### src/rtl/seq_pkg.sv
package seq_pkg;
    // ==========================================================
    // Register byte offsets
    localparam logic [4:0] OFF_BUCK_CTRL = 5'h00;
    localparam logic [4:0] OFF_BB_CTRL   = 5'h04;
    localparam logic [4:0] OFF_LDO_ON    = 5'h08;
    localparam logic [4:0] OFF_LDO_LP    = 5'h0C;
    localparam logic [4:0] OFF_STATUS    = 5'h10;
    localparam logic [4:0] OFF_IRQ_FLAGS = 5'h14;
    localparam logic [4:0] OFF_IRQ_MASK  = 5'h18;

    // ==========================================================
    // Field positions
    localparam int BIT_ON       = 0;
    localparam int BIT_LP       = 1;
    localparam int BIT_WARN_LO  = 0;
    localparam int BIT_WARN_HI  = 1;
    localparam int LDO12_IDX    = 11;
    localparam int NUM_LDO      = 15;

    // ==========================================================
    // Reset values
    localparam logic [1:0]  RST_BUCK = 2'h0;
    localparam logic        RST_BB   = 1'h0;
    localparam logic [14:0] RST_LDO  = 15'h0000;
    localparam logic [1:0]  RST_IRQ  = 2'h0;
    localparam logic [1:0]  RST_MASK = 2'h0;

    // ==========================================================
    // Timing
    localparam int CLK_MHZ        = 10;
    localparam int BIAS_SETTLE_US = 85;
    localparam int REF_SETTLE_US  = 85;
    localparam int BIAS_CYC       = BIAS_SETTLE_US * CLK_MHZ;
    localparam int REF_CYC        = REF_SETTLE_US * CLK_MHZ;
    localparam int SETTLE_W       = 12;

    // ==========================================================
    // Top-level power states
    typedef enum logic [3:0] {
        ST_OFF     = 4'h1,
        ST_UVLO    = 4'h2,
        ST_THERMAL = 4'h4,
        ST_STANDBY = 4'h8
    } pwr_state_t;
endpackage

### src/rtl/pmic_sequencer.sv
// How it works
// - Die overtemperature forces global shutdown state.
// - Each unmasked warning comparator trip raises interrupt.
// - Thermal shutdown holds until hysteresis release.
// - Local thermal trip disables only that regulator.
// - Supply undervoltage locks out, ignores bus, resets.
// - Lockout exits only on rising supply comparator.
// - Chip enable high gives standby, registers reachable.
// - Bias starts at enable; buck-boost starts on request, no settle wait.
// - Early enable still starts, slow startup flagged.
// - Chip enable low turns all off, resets.
// - Thermal, supply or IO fault shuts down immediately.
// - After thermal shutdown, enable refused until cool.
// - Every regulator has mode bits, on resets 0.
// - Pin or bit turns buck, buck-boost, ldo12 on.
// - Buck and ldo12 low-power from low-power bit.
// - Buck-boost always runs normal mode.
// - Other linear regulators controlled only by bits.
// - Supply below reset level resets system-class registers.
// - Any power-off event restores off-class registers.
// - Serial pins released while device off.
// - Interrupt pin low while unmasked interrupt pending.
// - Serial-only regulator off, low-power, or normal.
module pmic_sequencer
    import seq_pkg::*;
#(
    parameter int BIAS_CYCLES = BIAS_CYC,
    parameter int REF_CYCLES  = REF_CYC
) (
    input  wire logic        clk,
    input  wire logic        rst_b,
    // Pins from the host
    input  wire logic        chip_enable_pin,
    input  wire logic        buck_enable_pin,
    input  wire logic        buckboost_enable_pin,
    input  wire logic        ldo12_enable_pin,
    // Analog comparators
    input  wire logic        thermal_trip_threshold,
    input  wire logic        thermal_release,
    input  wire logic        warn_low_trip,
    input  wire logic        warn_high_trip,
    input  wire logic        sys_falling_trip,
    input  wire logic        sys_rising_ok,
    input  wire logic        sys_por_trip,
    input  wire logic        vio_ok,
    input  wire logic [15:0] local_thermal_trip,
    // Avalon-MM slave
    input  wire logic [4:0]  address,
    input  wire logic        read,
    input  wire logic        write,
    input  wire logic [31:0] writedata,
    output logic      [31:0] readdata,
    output logic             waitrequest,
    // Regulator controls
    output logic             buck_on,
    output logic             buck_lowpower,
    output logic             buckboost_on,
    output logic      [14:0] ldo_on,
    output logic      [14:0] ldo_lowpower,
    output logic             bias_enable,
    output logic             bias_ready,
    output logic             reference_ready,
    output logic             slow_start,
    output logic             serial_bus_enable,
    output logic             interrupt_n_pin
);

    // ==========================================================
    // Input synchronisers
    localparam int NSYNC = 28;

    logic [NSYNC-1:0] async_in;     // Raw pins and comparators
    logic [NSYNC-1:0] meta_reg;     // First stage, read by stage two only
    logic [NSYNC-1:0] sync_reg;     // Second stage, safe to use

    assign async_in = {local_thermal_trip, vio_ok, sys_por_trip,
                       sys_rising_ok, sys_falling_trip, warn_high_trip,
                       warn_low_trip, thermal_release, thermal_trip_threshold,
                       ldo12_enable_pin, buckboost_enable_pin,
                       buck_enable_pin, chip_enable_pin};

    // Two flops on every outside level
    always_ff @(posedge clk) begin
        if (!rst_b) begin
            meta_reg <= '0;
            sync_reg <= '0;
        end else begin
            meta_reg <= async_in;
            sync_reg <= meta_reg;
        end
    end

    logic        ce_s;          // Chip enable
    logic        en_buck_s;     // Buck pin
    logic        en_bb_s;       // Buck-boost pin
    logic        en_l12_s;      // Ldo12 pin
    logic        hot_s;         // Over shutdown temperature
    logic        cool_s;        // Below release temperature
    logic        warn_lo_s;     // Lower warning
    logic        warn_hi_s;     // Upper warning
    logic        sys_low_s;     // Supply below falling trip
    logic        sys_ok_s;      // Supply above rising trip
    logic        por_s;         // Supply below reset level
    logic        vio_s;         // IO supply valid
    logic [15:0] local_s;       // Bit 0 buck-boost, 1..15 ldos

    assign ce_s      = sync_reg[0];
    assign en_buck_s = sync_reg[1];
    assign en_bb_s   = sync_reg[2];
    assign en_l12_s  = sync_reg[3];
    assign hot_s     = sync_reg[4];
    assign cool_s    = sync_reg[5];
    assign warn_lo_s = sync_reg[6];
    assign warn_hi_s = sync_reg[7];
    assign sys_low_s = sync_reg[8];
    assign sys_ok_s  = sync_reg[9];
    assign por_s     = sync_reg[10];
    assign vio_s     = sync_reg[11];
    assign local_s   = sync_reg[27:12];

    // System reset covers both the pin and the supply monitor
    logic sys_rst;
    assign sys_rst = !rst_b || por_s;

    // ==========================================================
    // Power state machine
    pwr_state_t state_reg;
    pwr_state_t state_next;

    // Faults ranked: undervoltage, then thermal, then enable
    always_comb begin
        state_next = state_reg;
        case (state_reg)
            ST_UVLO: begin
                if (sys_ok_s && !sys_low_s)
                    state_next = ST_OFF;
            end
            ST_THERMAL: begin
                if (sys_low_s)
                    state_next = ST_UVLO;
                else if (cool_s && !hot_s)
                    state_next = ST_OFF;
            end
            ST_OFF: begin
                if (sys_low_s)
                    state_next = ST_UVLO;
                else if (hot_s)
                    state_next = ST_THERMAL;
                else if (ce_s && vio_s)
                    state_next = ST_STANDBY;
            end
            ST_STANDBY: begin
                if (sys_low_s)
                    state_next = ST_UVLO;
                else if (hot_s)
                    state_next = ST_THERMAL;
                else if (!ce_s || !vio_s)
                    state_next = ST_OFF;
            end
            default: state_next = ST_OFF;
        endcase
    end

    // State register
    always_ff @(posedge clk) begin
        if (sys_rst)
            state_reg <= ST_OFF;
        else
            state_reg <= state_next;
    end

    logic active;       // Standby this cycle
    logic off_reset;    // Any power-off condition
    assign active    = (state_reg == ST_STANDBY);
    assign off_reset = sys_rst || !active;

    // ==========================================================
    // Bias and reference settling counter
    localparam logic [SETTLE_W-1:0] BIAS_END = SETTLE_W'(BIAS_CYCLES);
    localparam logic [SETTLE_W-1:0] REF_END  = SETTLE_W'(BIAS_CYCLES + REF_CYCLES);

    logic [SETTLE_W-1:0] settle_reg;   // Cycles since enable

    // Restart on every power-off, saturate when reference is ready
    always_ff @(posedge clk) begin
        if (off_reset)
            settle_reg <= '0;
        else if (settle_reg != REF_END)
            settle_reg <= settle_reg + 1'b1;
    end

    logic bias_ok;
    logic ref_ok;
    assign bias_ok = active && (settle_reg >= BIAS_END);
    assign ref_ok  = active && (settle_reg == REF_END);

    // ==========================================================
    // Bus decode
    function automatic logic hit(input logic [4:0] a, input logic [4:0] off);
        hit = (a == off);
    endfunction

    logic req;          // Request seen on the cycle waitrequest is low
    logic wr_ok;        // Write accepted this cycle
    logic rd_flags;     // Read of the interrupt flags

    // Requests take effect on the cycle waitrequest is low
    assign req      = (read || write) && !waitrequest;
    // Lockout and shutdown ignore the bus
    assign wr_ok    = req && write && active;
    assign rd_flags = req && read && active && hit(address, OFF_IRQ_FLAGS);

    // ==========================================================
    // Off-class control registers
    logic [1:0]  buck_ctrl_reg;    // Low-power, on
    logic        bb_on_reg;        // Buck-boost on bit
    logic [14:0] ldo_on_reg;       // One on bit per ldo
    logic [14:0] ldo_lp_reg;       // One low-power bit per ldo

    // Mode bits clear on every power-off
    always_ff @(posedge clk) begin
        if (off_reset) begin
            buck_ctrl_reg <= RST_BUCK;
            bb_on_reg     <= RST_BB;
            ldo_on_reg    <= RST_LDO;
            ldo_lp_reg    <= RST_LDO;
        end else if (wr_ok) begin
            if (hit(address, OFF_BUCK_CTRL))
                buck_ctrl_reg <= writedata[1:0];
            else if (hit(address, OFF_BB_CTRL))
                bb_on_reg <= writedata[BIT_ON];
            else if (hit(address, OFF_LDO_ON))
                ldo_on_reg <= writedata[14:0];
            else if (hit(address, OFF_LDO_LP))
                ldo_lp_reg <= writedata[14:0];
        end
    end

    // System-class mask survives power-off, cleared by supply reset
    logic [1:0] mask_reg;

    always_ff @(posedge clk) begin
        if (sys_rst)
            mask_reg <= RST_MASK;
        else if (wr_ok && hit(address, OFF_IRQ_MASK))
            mask_reg <= writedata[1:0];
    end

    // ==========================================================
    // Warning interrupts
    logic       warn_lo_d_reg;   // Previous warning levels
    logic       warn_hi_d_reg;
    logic [1:0] flags_reg;       // Sticky pending events
    logic [1:0] flags_next;
    logic [1:0] rise;

    // Edge detect runs on the second synchroniser stage only
    always_ff @(posedge clk) begin
        if (!rst_b) begin
            warn_lo_d_reg <= 1'b0;
            warn_hi_d_reg <= 1'b0;
        end else begin
            warn_lo_d_reg <= warn_lo_s;
            warn_hi_d_reg <= warn_hi_s;
        end
    end

    assign rise[BIT_WARN_LO] = warn_lo_s && !warn_lo_d_reg;
    assign rise[BIT_WARN_HI] = warn_hi_s && !warn_hi_d_reg;

    // Read clears, but a new event in the same cycle survives
    always_comb begin
        flags_next = flags_reg;
        if (rd_flags)
            flags_next = RST_IRQ;
        flags_next = flags_next | (rise & ~mask_reg);
        if (off_reset)
            flags_next = RST_IRQ;
    end

    always_ff @(posedge clk) begin
        flags_reg <= flags_next;
    end

    // Pin low while anything pending
    always_ff @(posedge clk) begin
        if (sys_rst)
            interrupt_n_pin <= 1'b1;
        else
            interrupt_n_pin <= ~|flags_next;
    end

    // ==========================================================
    // Regulator enable logic
    logic [14:0] ldo_req;    // Requested on per ldo
    logic        buck_req;
    logic        bb_req;

    // Pin or bit for the three pin-controlled rails
    assign buck_req = en_buck_s || buck_ctrl_reg[BIT_ON];
    assign bb_req   = en_bb_s || bb_on_reg;

    genvar gi;
    generate
        for (gi = 0; gi < NUM_LDO; gi++) begin : g_ldo
            if (gi == LDO12_IDX) begin : g_pin
                assign ldo_req[gi] = ldo_on_reg[gi] || en_l12_s;
            end else begin : g_bit
                assign ldo_req[gi] = ldo_on_reg[gi];
            end
        end
    endgenerate

    // Outputs gated by standby and by each local thermal trip
    always_ff @(posedge clk) begin
        if (off_reset) begin
            buck_on       <= 1'b0;
            buck_lowpower <= 1'b0;
            buckboost_on  <= 1'b0;
            ldo_on        <= '0;
            ldo_lowpower  <= '0;
        end else begin
            buck_on       <= buck_req;
            buck_lowpower <= buck_req && buck_ctrl_reg[BIT_LP];
            buckboost_on  <= bb_req && !local_s[0];
            ldo_on        <= ldo_req & ~local_s[15:1];
            ldo_lowpower  <= ldo_req & ~local_s[15:1] & ldo_lp_reg;
        end
    end

    // ==========================================================
    // Bias status and slow start
    always_ff @(posedge clk) begin
        if (off_reset) begin
            bias_enable     <= 1'b0;
            bias_ready      <= 1'b0;
            reference_ready <= 1'b0;
            slow_start      <= 1'b0;
        end else begin
            bias_enable     <= 1'b1;
            bias_ready      <= bias_ok;
            reference_ready <= ref_ok;
            // Rails enabled early still start at once, flagged as slow start
            if (!ref_ok && (buck_req || bb_req || |ldo_req))
                slow_start <= 1'b1;
        end
    end

    // Serial pins float outside standby
    always_ff @(posedge clk) begin
        if (sys_rst)
            serial_bus_enable <= 1'b0;
        else
            serial_bus_enable <= (state_next == ST_STANDBY);
    end

    // ==========================================================
    // Avalon slave: one wait cycle, then answer
    logic [31:0] status_word;

    assign status_word = {24'h000000, slow_start, ref_ok, bias_ok,
                          hot_s, state_reg};

    // Waitrequest drops for exactly one cycle per request
    always_ff @(posedge clk) begin
        if (!rst_b)
            waitrequest <= 1'b1;
        else if ((read || write) && waitrequest)
            waitrequest <= 1'b0;
        else
            waitrequest <= 1'b1;
    end

    // Read data is loaded with the wait cycle, zero when off
    always_ff @(posedge clk) begin
        if (!rst_b || !active) begin
            readdata <= 32'h00000000;
        end else if (read && waitrequest) begin
            if (hit(address, OFF_BUCK_CTRL))
                readdata <= {30'h00000000, buck_ctrl_reg};
            else if (hit(address, OFF_BB_CTRL))
                readdata <= {31'h00000000, bb_on_reg};
            else if (hit(address, OFF_LDO_ON))
                readdata <= {17'h00000, ldo_on_reg};
            else if (hit(address, OFF_LDO_LP))
                readdata <= {17'h00000, ldo_lp_reg};
            else if (hit(address, OFF_STATUS))
                readdata <= status_word;
            else if (hit(address, OFF_IRQ_FLAGS))
                readdata <= {30'h00000000, flags_reg};
            else if (hit(address, OFF_IRQ_MASK))
                readdata <= {30'h00000000, mask_reg};
            else
                readdata <= 32'h00000000;      // Unmapped reads zero
        end
    end

endmodule

### config.mk
export PLATFORM = sky130hd
export DESIGN_NAME = pmic_sequencer
export DESIGN_NICKNAME = d
export VERILOG_FILES = /design/src/rtl/seq_pkg.sv /design/src/rtl/pmic_sequencer.sv
export SDC_FILE = /design/constraint.sdc
export NUM_CORES = 1
export LEC_CHECK = 0
export ABC_AREA = 1
export BUFFER_PORTS_ARGS = -buffer_cell sky130_fd_sc_hd__buf_2
export CELL_PAD_IN_SITES_DETAIL_PLACEMENT = 0
export CELL_PAD_IN_SITES_GLOBAL_PLACEMENT = 1
export CORE_UTILIZATION = 39
export DETAILED_ROUTE_END_ITERATION = 16
export PLACE_DENSITY_LB_ADDON = 0.1
export SETUP_SLACK_MARGIN = 0.5
export SLEW_MARGIN = 10
export SYNTH_ARGS = -nofsm -noshare
export SYNTH_HDL_FRONTEND = slang
export SYNTH_SLANG_ARGS = --single-unit
### constraint.sdc
create_clock -name clk -period 1.9 [get_ports clk]
set_clock_uncertainty 0.1 [all_clocks]
set_input_delay 0.19 -clock clk [delete_from_list [all_inputs] [get_ports clk]]
set_output_delay 0.19 -clock clk [all_outputs]
set_load 0.01 [all_outputs]
Word-level counts from Yosys, hierarchy flattened. Index checks and enable logic that the tools add are counted.

Register bits after elaboration: 183. Output and inout port bits: 72.

$add $sub $neg: 1. Magnitude comparators: 1. Equality and inequality tests: 13. Multiplexer cells: 21. Bitwise operators: 9. Reduce and logical (&&, ||, !) cells: 48.

Operator list (count): 15-bit 2-to-1 mux (4); 4-bit 2-to-1 mux (9); 15-bit bitwise AND (2); 1-bit logical AND (19); 4-bit one-hot mux with 4 select lines (1); 5-bit equality test, second input constant (3); 15-bit inverter (1); 15-bit OR reduction (1); 12-bit by 1-bit adder with 12-bit output, second input constant (1); 12-bit by 11-bit equality test with 1-bit output, second input constant (1); 12-bit by 10-bit greater-or-equal comparator with 1-bit output, second input constant (1); 1-bit zero test (12); 12-bit by 11-bit inequality test with 1-bit output, second input constant (1); 5-bit by 4-bit equality test with 1-bit output, second input constant (2); 1-bit logical OR (10); 4-bit equality test, second input constant (2); 2-bit 2-to-1 mux (4); 8-bit 2-to-1 mux (1); 5-bit by 3-bit equality test with 1-bit output, second input constant (1); 5-bit zero test (1); 5-bit AND reduction (1); 4-bit by 1-bit equality test with 1-bit output, second input constant (1); 4-bit by 2-bit equality test with 1-bit output, second input constant (1); 4-bit by 3-bit equality test with 1-bit output, second input constant (1); other kinds (9) (12).

Depth between registers and ports, before layout.
Depth after elaboration: 10. Depth in mapped cells: 12. Mapped depth without buffers: 12.

Worst setup path before layout. No wires, ideal clock.

Path type: reg-to-reg. Start point: register settle_reg[1]. End point: register settle_reg[10]. Library setup time: 0.122 ns. Arrival time: 1.247 ns. Setup slack: 0.431 ns. Cell stages (with the launch flop): 9. Path buffers: 0. Period minus slack after synthesis: 1.469 ns. Cells stage by stage: dfxtp_1 > ha_1 > nand2_1 > inv_1 > nand3_1 > nor3_1 > inv_1 > o21ai_0 > a21oi_1.

Word-level cells in the longest chain between the ends: 1. Elaborated cells between the ends (all ways): 2. Those cells by class: 1 x add/sub; 1 x eq/ne.

RTL lines: start, declared (RTL line pmic_sequencer.sv:182) `logic [SETTLE_W-1:0] settle_reg;`; start signal, assigned (RTL line pmic_sequencer.sv:189) `settle_reg <= settle_reg + 1'b1;`; 12-bit by 1-bit adder with 12-bit output / 12-bit by 11-bit inequality test with 1-bit output (equally long branches) (RTL line pmic_sequencer.sv:189, pmic_sequencer.sv:188).

Parallel ways exist; a longest one is shown, timed or not. A chain may end at the register's enable or synchronous reset.

Worst setup path after layout.
Start point: register state_reg[0]. End point: register ldo_on_reg[8].

Word-level cells in the longest chain between the ends: 3. Elaborated cells between the ends (all ways): 5. Those cells by class: 1 x eq/ne; 4 x reduce/logical.

RTL lines: start, declared (RTL line pmic_sequencer.sv:127) `pwr_state_t state_reg;`; start signal, assigned (RTL line pmic_sequencer.sv:169) `state_reg <= state_next;`; 4-bit equality test (*) (RTL line pmic_sequencer.sv:174) `assign active = (state_reg == ST_STANDBY);`; 1-bit logical AND / 1-bit zero test (equally long branches) (RTL line pmic_sequencer.sv:210, pmic_sequencer.sv:175); 4-bit AND reduction (no source line) / 1-bit logical OR (equally long branches); end signal, assigned (RTL line pmic_sequencer.sv:233) `ldo_on_reg <= writedata[14:0];`; end, declared (RTL line pmic_sequencer.sv:217) `logic [14:0] ldo_on_reg;`.

Mark *: on every way between the ends. The rest lies on a longest branch, timed or not.

==> impl_summary.md <==
Status
The run finished, with violations left. The checks that failed: negative hold slack.

Floorplanning
The core footprint is 15300 sq um. The die span in y is 128 microns. Row generation in the floorplan step produced 45 rows.

During I/O placement, the number of pins put on the boundary was 141. The initial cell density of the core is 40.4%. The width of the die is 128 microns.

The die covers 16400 sq um.

Detailed routing
The DRC violation total after the first TritonRoute iteration is 226. The total wirelength of the detailed-routed design is 17.6 mm. The count of nets left with antenna violations once routing finished came out at 0. After detailed routing, the number of vias per cell comes to 4.68. For this run, design rule violations remaining after detail routing come to 0. The total number of vias is 5463. The detailed-route wire length per cell is 15.1 microns. For this run, the detailed router's first-pass iteration total came to 6.

Global route
The peak-usage layer in the global routing report is met2. Global routing consumed, over all layers together, 21.1% of the routing resources. The first-pass GRT wire length is 26.0 mm. For this run, global-route usage on met3 was measured as 4.22%. The global routing met2 resource utilization is 36.3%.

The initial antenna violation count is 0. Entering global routing, the biggest net connects 62 pins. The number of global-route vias before repair is 5220. For met1 alone, demand over resource in global routing was 25.8%. The total overflow left after global routing is 0.

Yosys
After synthesis, the most frequently instantiated cells are sky130_fd_sc_hd__dfxtp_1, sky130_fd_sc_hd__nand2_1, sky130_fd_sc_hd__inv_1. Counting distinct cell types in the post-synthesis netlist gives 38. The sequential fraction of the synthesis area is 53.8%. The gate count of the mapped netlist is 746. For this run, asynchronously set or reset flops after synthesis account for 0%. The count of synthesis-stage warnings from yosys is 0. In this run, synthesis inferred 0 flip-flops with an integrated enable. The cell with the most instances after synthesis is sky130_fd_sc_hd__dfxtp_1.

In this run, synthesis produced a sequential element count of 166. Of the post-synthesis cell area, the dominant cell type holds 53.8%. The most used flip-flop cell after synthesis is sky130_fd_sc_hd__dfxtp_1. Averaged over all synthesized cells, the footprint is 8.28 sq um. By area the synthesized netlist is led by sky130_fd_sc_hd__dfxtp_1, sky130_fd_sc_hd__nand2_1, sky130_fd_sc_hd__inv_1, sky130_fd_sc_hd__a21oi_1, sky130_fd_sc_hd__o21ai_0. The synthesized netlist occupies a cell area of 6180 sq um.

The post-synthesis cell type with the largest combined area is sky130_fd_sc_hd__dfxtp_1.

Cells and area
The count of nets after finishing is 1016. The finished layout holds 1167 standard cells, fillers aside. The antenna cell count is 0. The layout overhead on the synthesized area is 48.4%.

The proportion of layout cells with a drive suffix above 1 is 35.8%. The register with the most flip-flops in the layout has 30 of them. Counting the fill cells in the layout gives 1352.

Worst setup path
In this run the worst path has a maximum fanout of 6. The critical path goes through nor2_4 > nand3_4 > nor2_4 > buf_6 > buf_12 > clkbuf_16 > o21ai_2 > a21oi_1. The number of buffers and inverters on the critical path is 3. The master of the slowest instance on the critical path is sky130_fd_sc_hd__dfxtp_2. The worst endpoint required time is 2150 ps. On the critical path the largest part of the delay comes from simple AND/OR/NAND/NOR gates.

By instance count, the cell type seen most on the critical path is sky130_fd_sc_hd__nor2_4. The critical path endpoint category is a register. The largest single stage delay on the critical path is 330 ps. The critical path data arrival time is 1820 ps. The startpoint kind of the worst setup timing path is a register. The critical path is of the register to register type.

STA
Based on the critical path, the design can be clocked at up to 635 MHz. At the pin with the least slew margin, the transition time is 501 ps. In this run the tightest slew margin relative to its limit is 66.5%. The final worst slack is 325 ps. Setup repair after global routing could not meet its margin everywhere. The final total negative setup slack is 0 ps. The number of max-slew violations in the final report is 0. The final critical path time including I/O delays and setup is 1570 ps.

Setup violations remaining at the end of the flow were counted as 0. On the final layout, the worst hold slack is -2.90 ps. The count of endpoints failing hold in the final timing report is 1.

The part of the cycle the worst path needs is 82.9%.

Power
The post-layout total power is 7.43 mW. The areal power density over the cells is 811 nW/um^2. The peak ir drop on the vdd network is 0.642 mV. Summed over all cells, the static leakage comes to 4.13 nW.

CTS
The clock tree synthesis step divided the H-tree into 4 levels. The clock-pin slew reported for the worst setup and hold paths after clock tree synthesis is 60 ps. The clock passes through at most 2 buffers. The number of buffers created by CTS is 17.

The latest clock arrival within the worst-skew pair is 430 ps. The tree is rooted in a sky130_fd_sc_hd__clkbuf_16. TritonCTS built the clock tree.

The clock net sink count is 166.

Place
The final estimated routing congestion in global placement is 0.821. The count of input and output buffers is 106. The number of placed instances, taps included, is 1045. Once detailed placement completed, the half-perimeter wirelength came to 10.4 mm. Timing analysis after detailed placement gives a worst setup slack of 156 ps.

Hold path
The min-delay analysis places its worst path in the category input pin to register.

Run
Across the run, the number of max-cap violations was 0.
[tightest hold or removal path, delay by kind of cell]
family | cells | cell delay (ps)
AOI/OAI and AO/OA | 1 | 40
buffers and inverters | 2 | 170
and+or+nand+nor | 2 | 70
[logic make-up (layout without fill, tap and decap cells)]
group                    count (synthesis)  after routing  synth area share [%]
AND/OR/NAND/NOR                        282            287                  22.3
AO/OA/AOI/OAI                          125            125                  10.9
adder cells (fa/ha/maj)                  3              3                 0.607
other                                    1             17                0.0607
XOR/XNOR                                 1              1                 0.142
buffers and inverters                  168            357                  12.2
flip-flops                             166            166                  53.8
[what timing repair did]
item / CTS / global route
setup endpoints to repair: 94 / 103
buffers inserted: 22 / 9
gates cloned: 10 / 4
endpoints found under the hold margin: 61 / 0
resized for setup: 81 / 124
pin swaps: 28 / 30
hold buffers: 46 / 0
[cells in the final DEF (no fill, tap or decap), types with 5 or more instances in the layout]
| cell | synthesis | layout |
|---|---|---|
| sky130_fd_sc_hd__a21oi_1 | 49 | 36 |
| sky130_fd_sc_hd__a21oi_2 | 7 | 20 |
| sky130_fd_sc_hd__and2_1 | 7 | 7 |
| sky130_fd_sc_hd__buf_12 | 0 | 5 |
| sky130_fd_sc_hd__buf_2 | 12 | 106 |
| sky130_fd_sc_hd__buf_4 | 17 | 22 |
| sky130_fd_sc_hd__buf_6 | 4 | 8 |
| sky130_fd_sc_hd__clkbuf_16 | 0 | 21 |
| sky130_fd_sc_hd__conb_1 | 1 | 17 |
| sky130_fd_sc_hd__dfxtp_1 | 166 | 159 |
| sky130_fd_sc_hd__dlygate4sd3_1 | 0 | 46 |
| sky130_fd_sc_hd__inv_1 | 120 | 113 |
| sky130_fd_sc_hd__inv_2 | 7 | 7 |
| sky130_fd_sc_hd__nand2_1 | 141 | 127 |
| sky130_fd_sc_hd__nand2_2 | 1 | 9 |
| sky130_fd_sc_hd__nand2_4 | 3 | 8 |
| sky130_fd_sc_hd__nand3_1 | 13 | 10 |
| sky130_fd_sc_hd__nand4_1 | 13 | 13 |
| sky130_fd_sc_hd__nor2_1 | 45 | 39 |
| sky130_fd_sc_hd__nor2_2 | 2 | 5 |
| sky130_fd_sc_hd__nor2_4 | 5 | 11 |
| sky130_fd_sc_hd__nor3_1 | 26 | 5 |
| sky130_fd_sc_hd__nor3_2 | 7 | 21 |
| sky130_fd_sc_hd__nor3_4 | 2 | 9 |
| sky130_fd_sc_hd__nor4_2 | 0 | 6 |
| sky130_fd_sc_hd__o21ai_0 | 37 | 15 |
| sky130_fd_sc_hd__o21ai_1 | 21 | 14 |
| sky130_fd_sc_hd__o21ai_2 | 0 | 26 |
| sky130_fd_sc_hd__o22ai_1 | 5 | 5 |
[per-layer routing]
layer	routed length [microns]	part of all wire, %
met2	9110	52
met4	254	1.4
met1	7590	43
met3	649	3.7
met5	0	0
[per-stage QoR]
| stage | instance area (sq um) | utilization, % | hold WS (ps) |
|---|---|---|---|
| 2_1_floorplan | 6240 | - | 188 |
| 3_3_place_gp | 6830 | 44.6 | 271 |
| 3_5_place_dp | 6830 | 44.6 | 275 |
| 4_1_cts | 8500 | 55.5 | 9.90 |
| 5_1_grt | 9170 | 59.9 | 10.5 |
| 6_report | 9170 | 59.9 | -2.90 |
[path summary, 6_finish.rpt]
check | slack (ps) | depth (start not counted) | to | start
setup / recovery | 330 | 8 | ldo_on_reg[8]$_SDFFE_PN0P_ | state_reg[0]$_SDFF_PP1_
setup reg to reg | 330 | 8 | ldo_on_reg[8]$_SDFFE_PN0P_ | state_reg[0]$_SDFF_PP1_
hold / removal | -3 | 5 | mask_reg[0]$_SDFFE_PP0P_ | rst_b
hold reg to reg | 300 | 1 | buckboost_on$_SDFF_PN0_ | sync_reg[12]$_SDFF_PN0_
[cell type report]
cell class / count / area (sq um) / area share, %
clock buffer: 21 / 480 / 5.24
tap: 211 / 264 / 2.88
timing repair buffer: 197 / 1590 / 17.3
clock inverter: 10 / 120 / 1.31
sequential: 166 / 3340 / 36.4
inverter: 128 / 531 / 5.79
timing repair inverter: 1 / 11.3 / 0.123
multi-input combinational: 433 / 2840 / 30.9
[power by group]
group | switching (mW) | internal (mW)
sequential | 0.0297 | 3.54
clock | 1.39 | 2.07
combinational | 0.224 | 0.175
(Power assumes the default switching activity.)
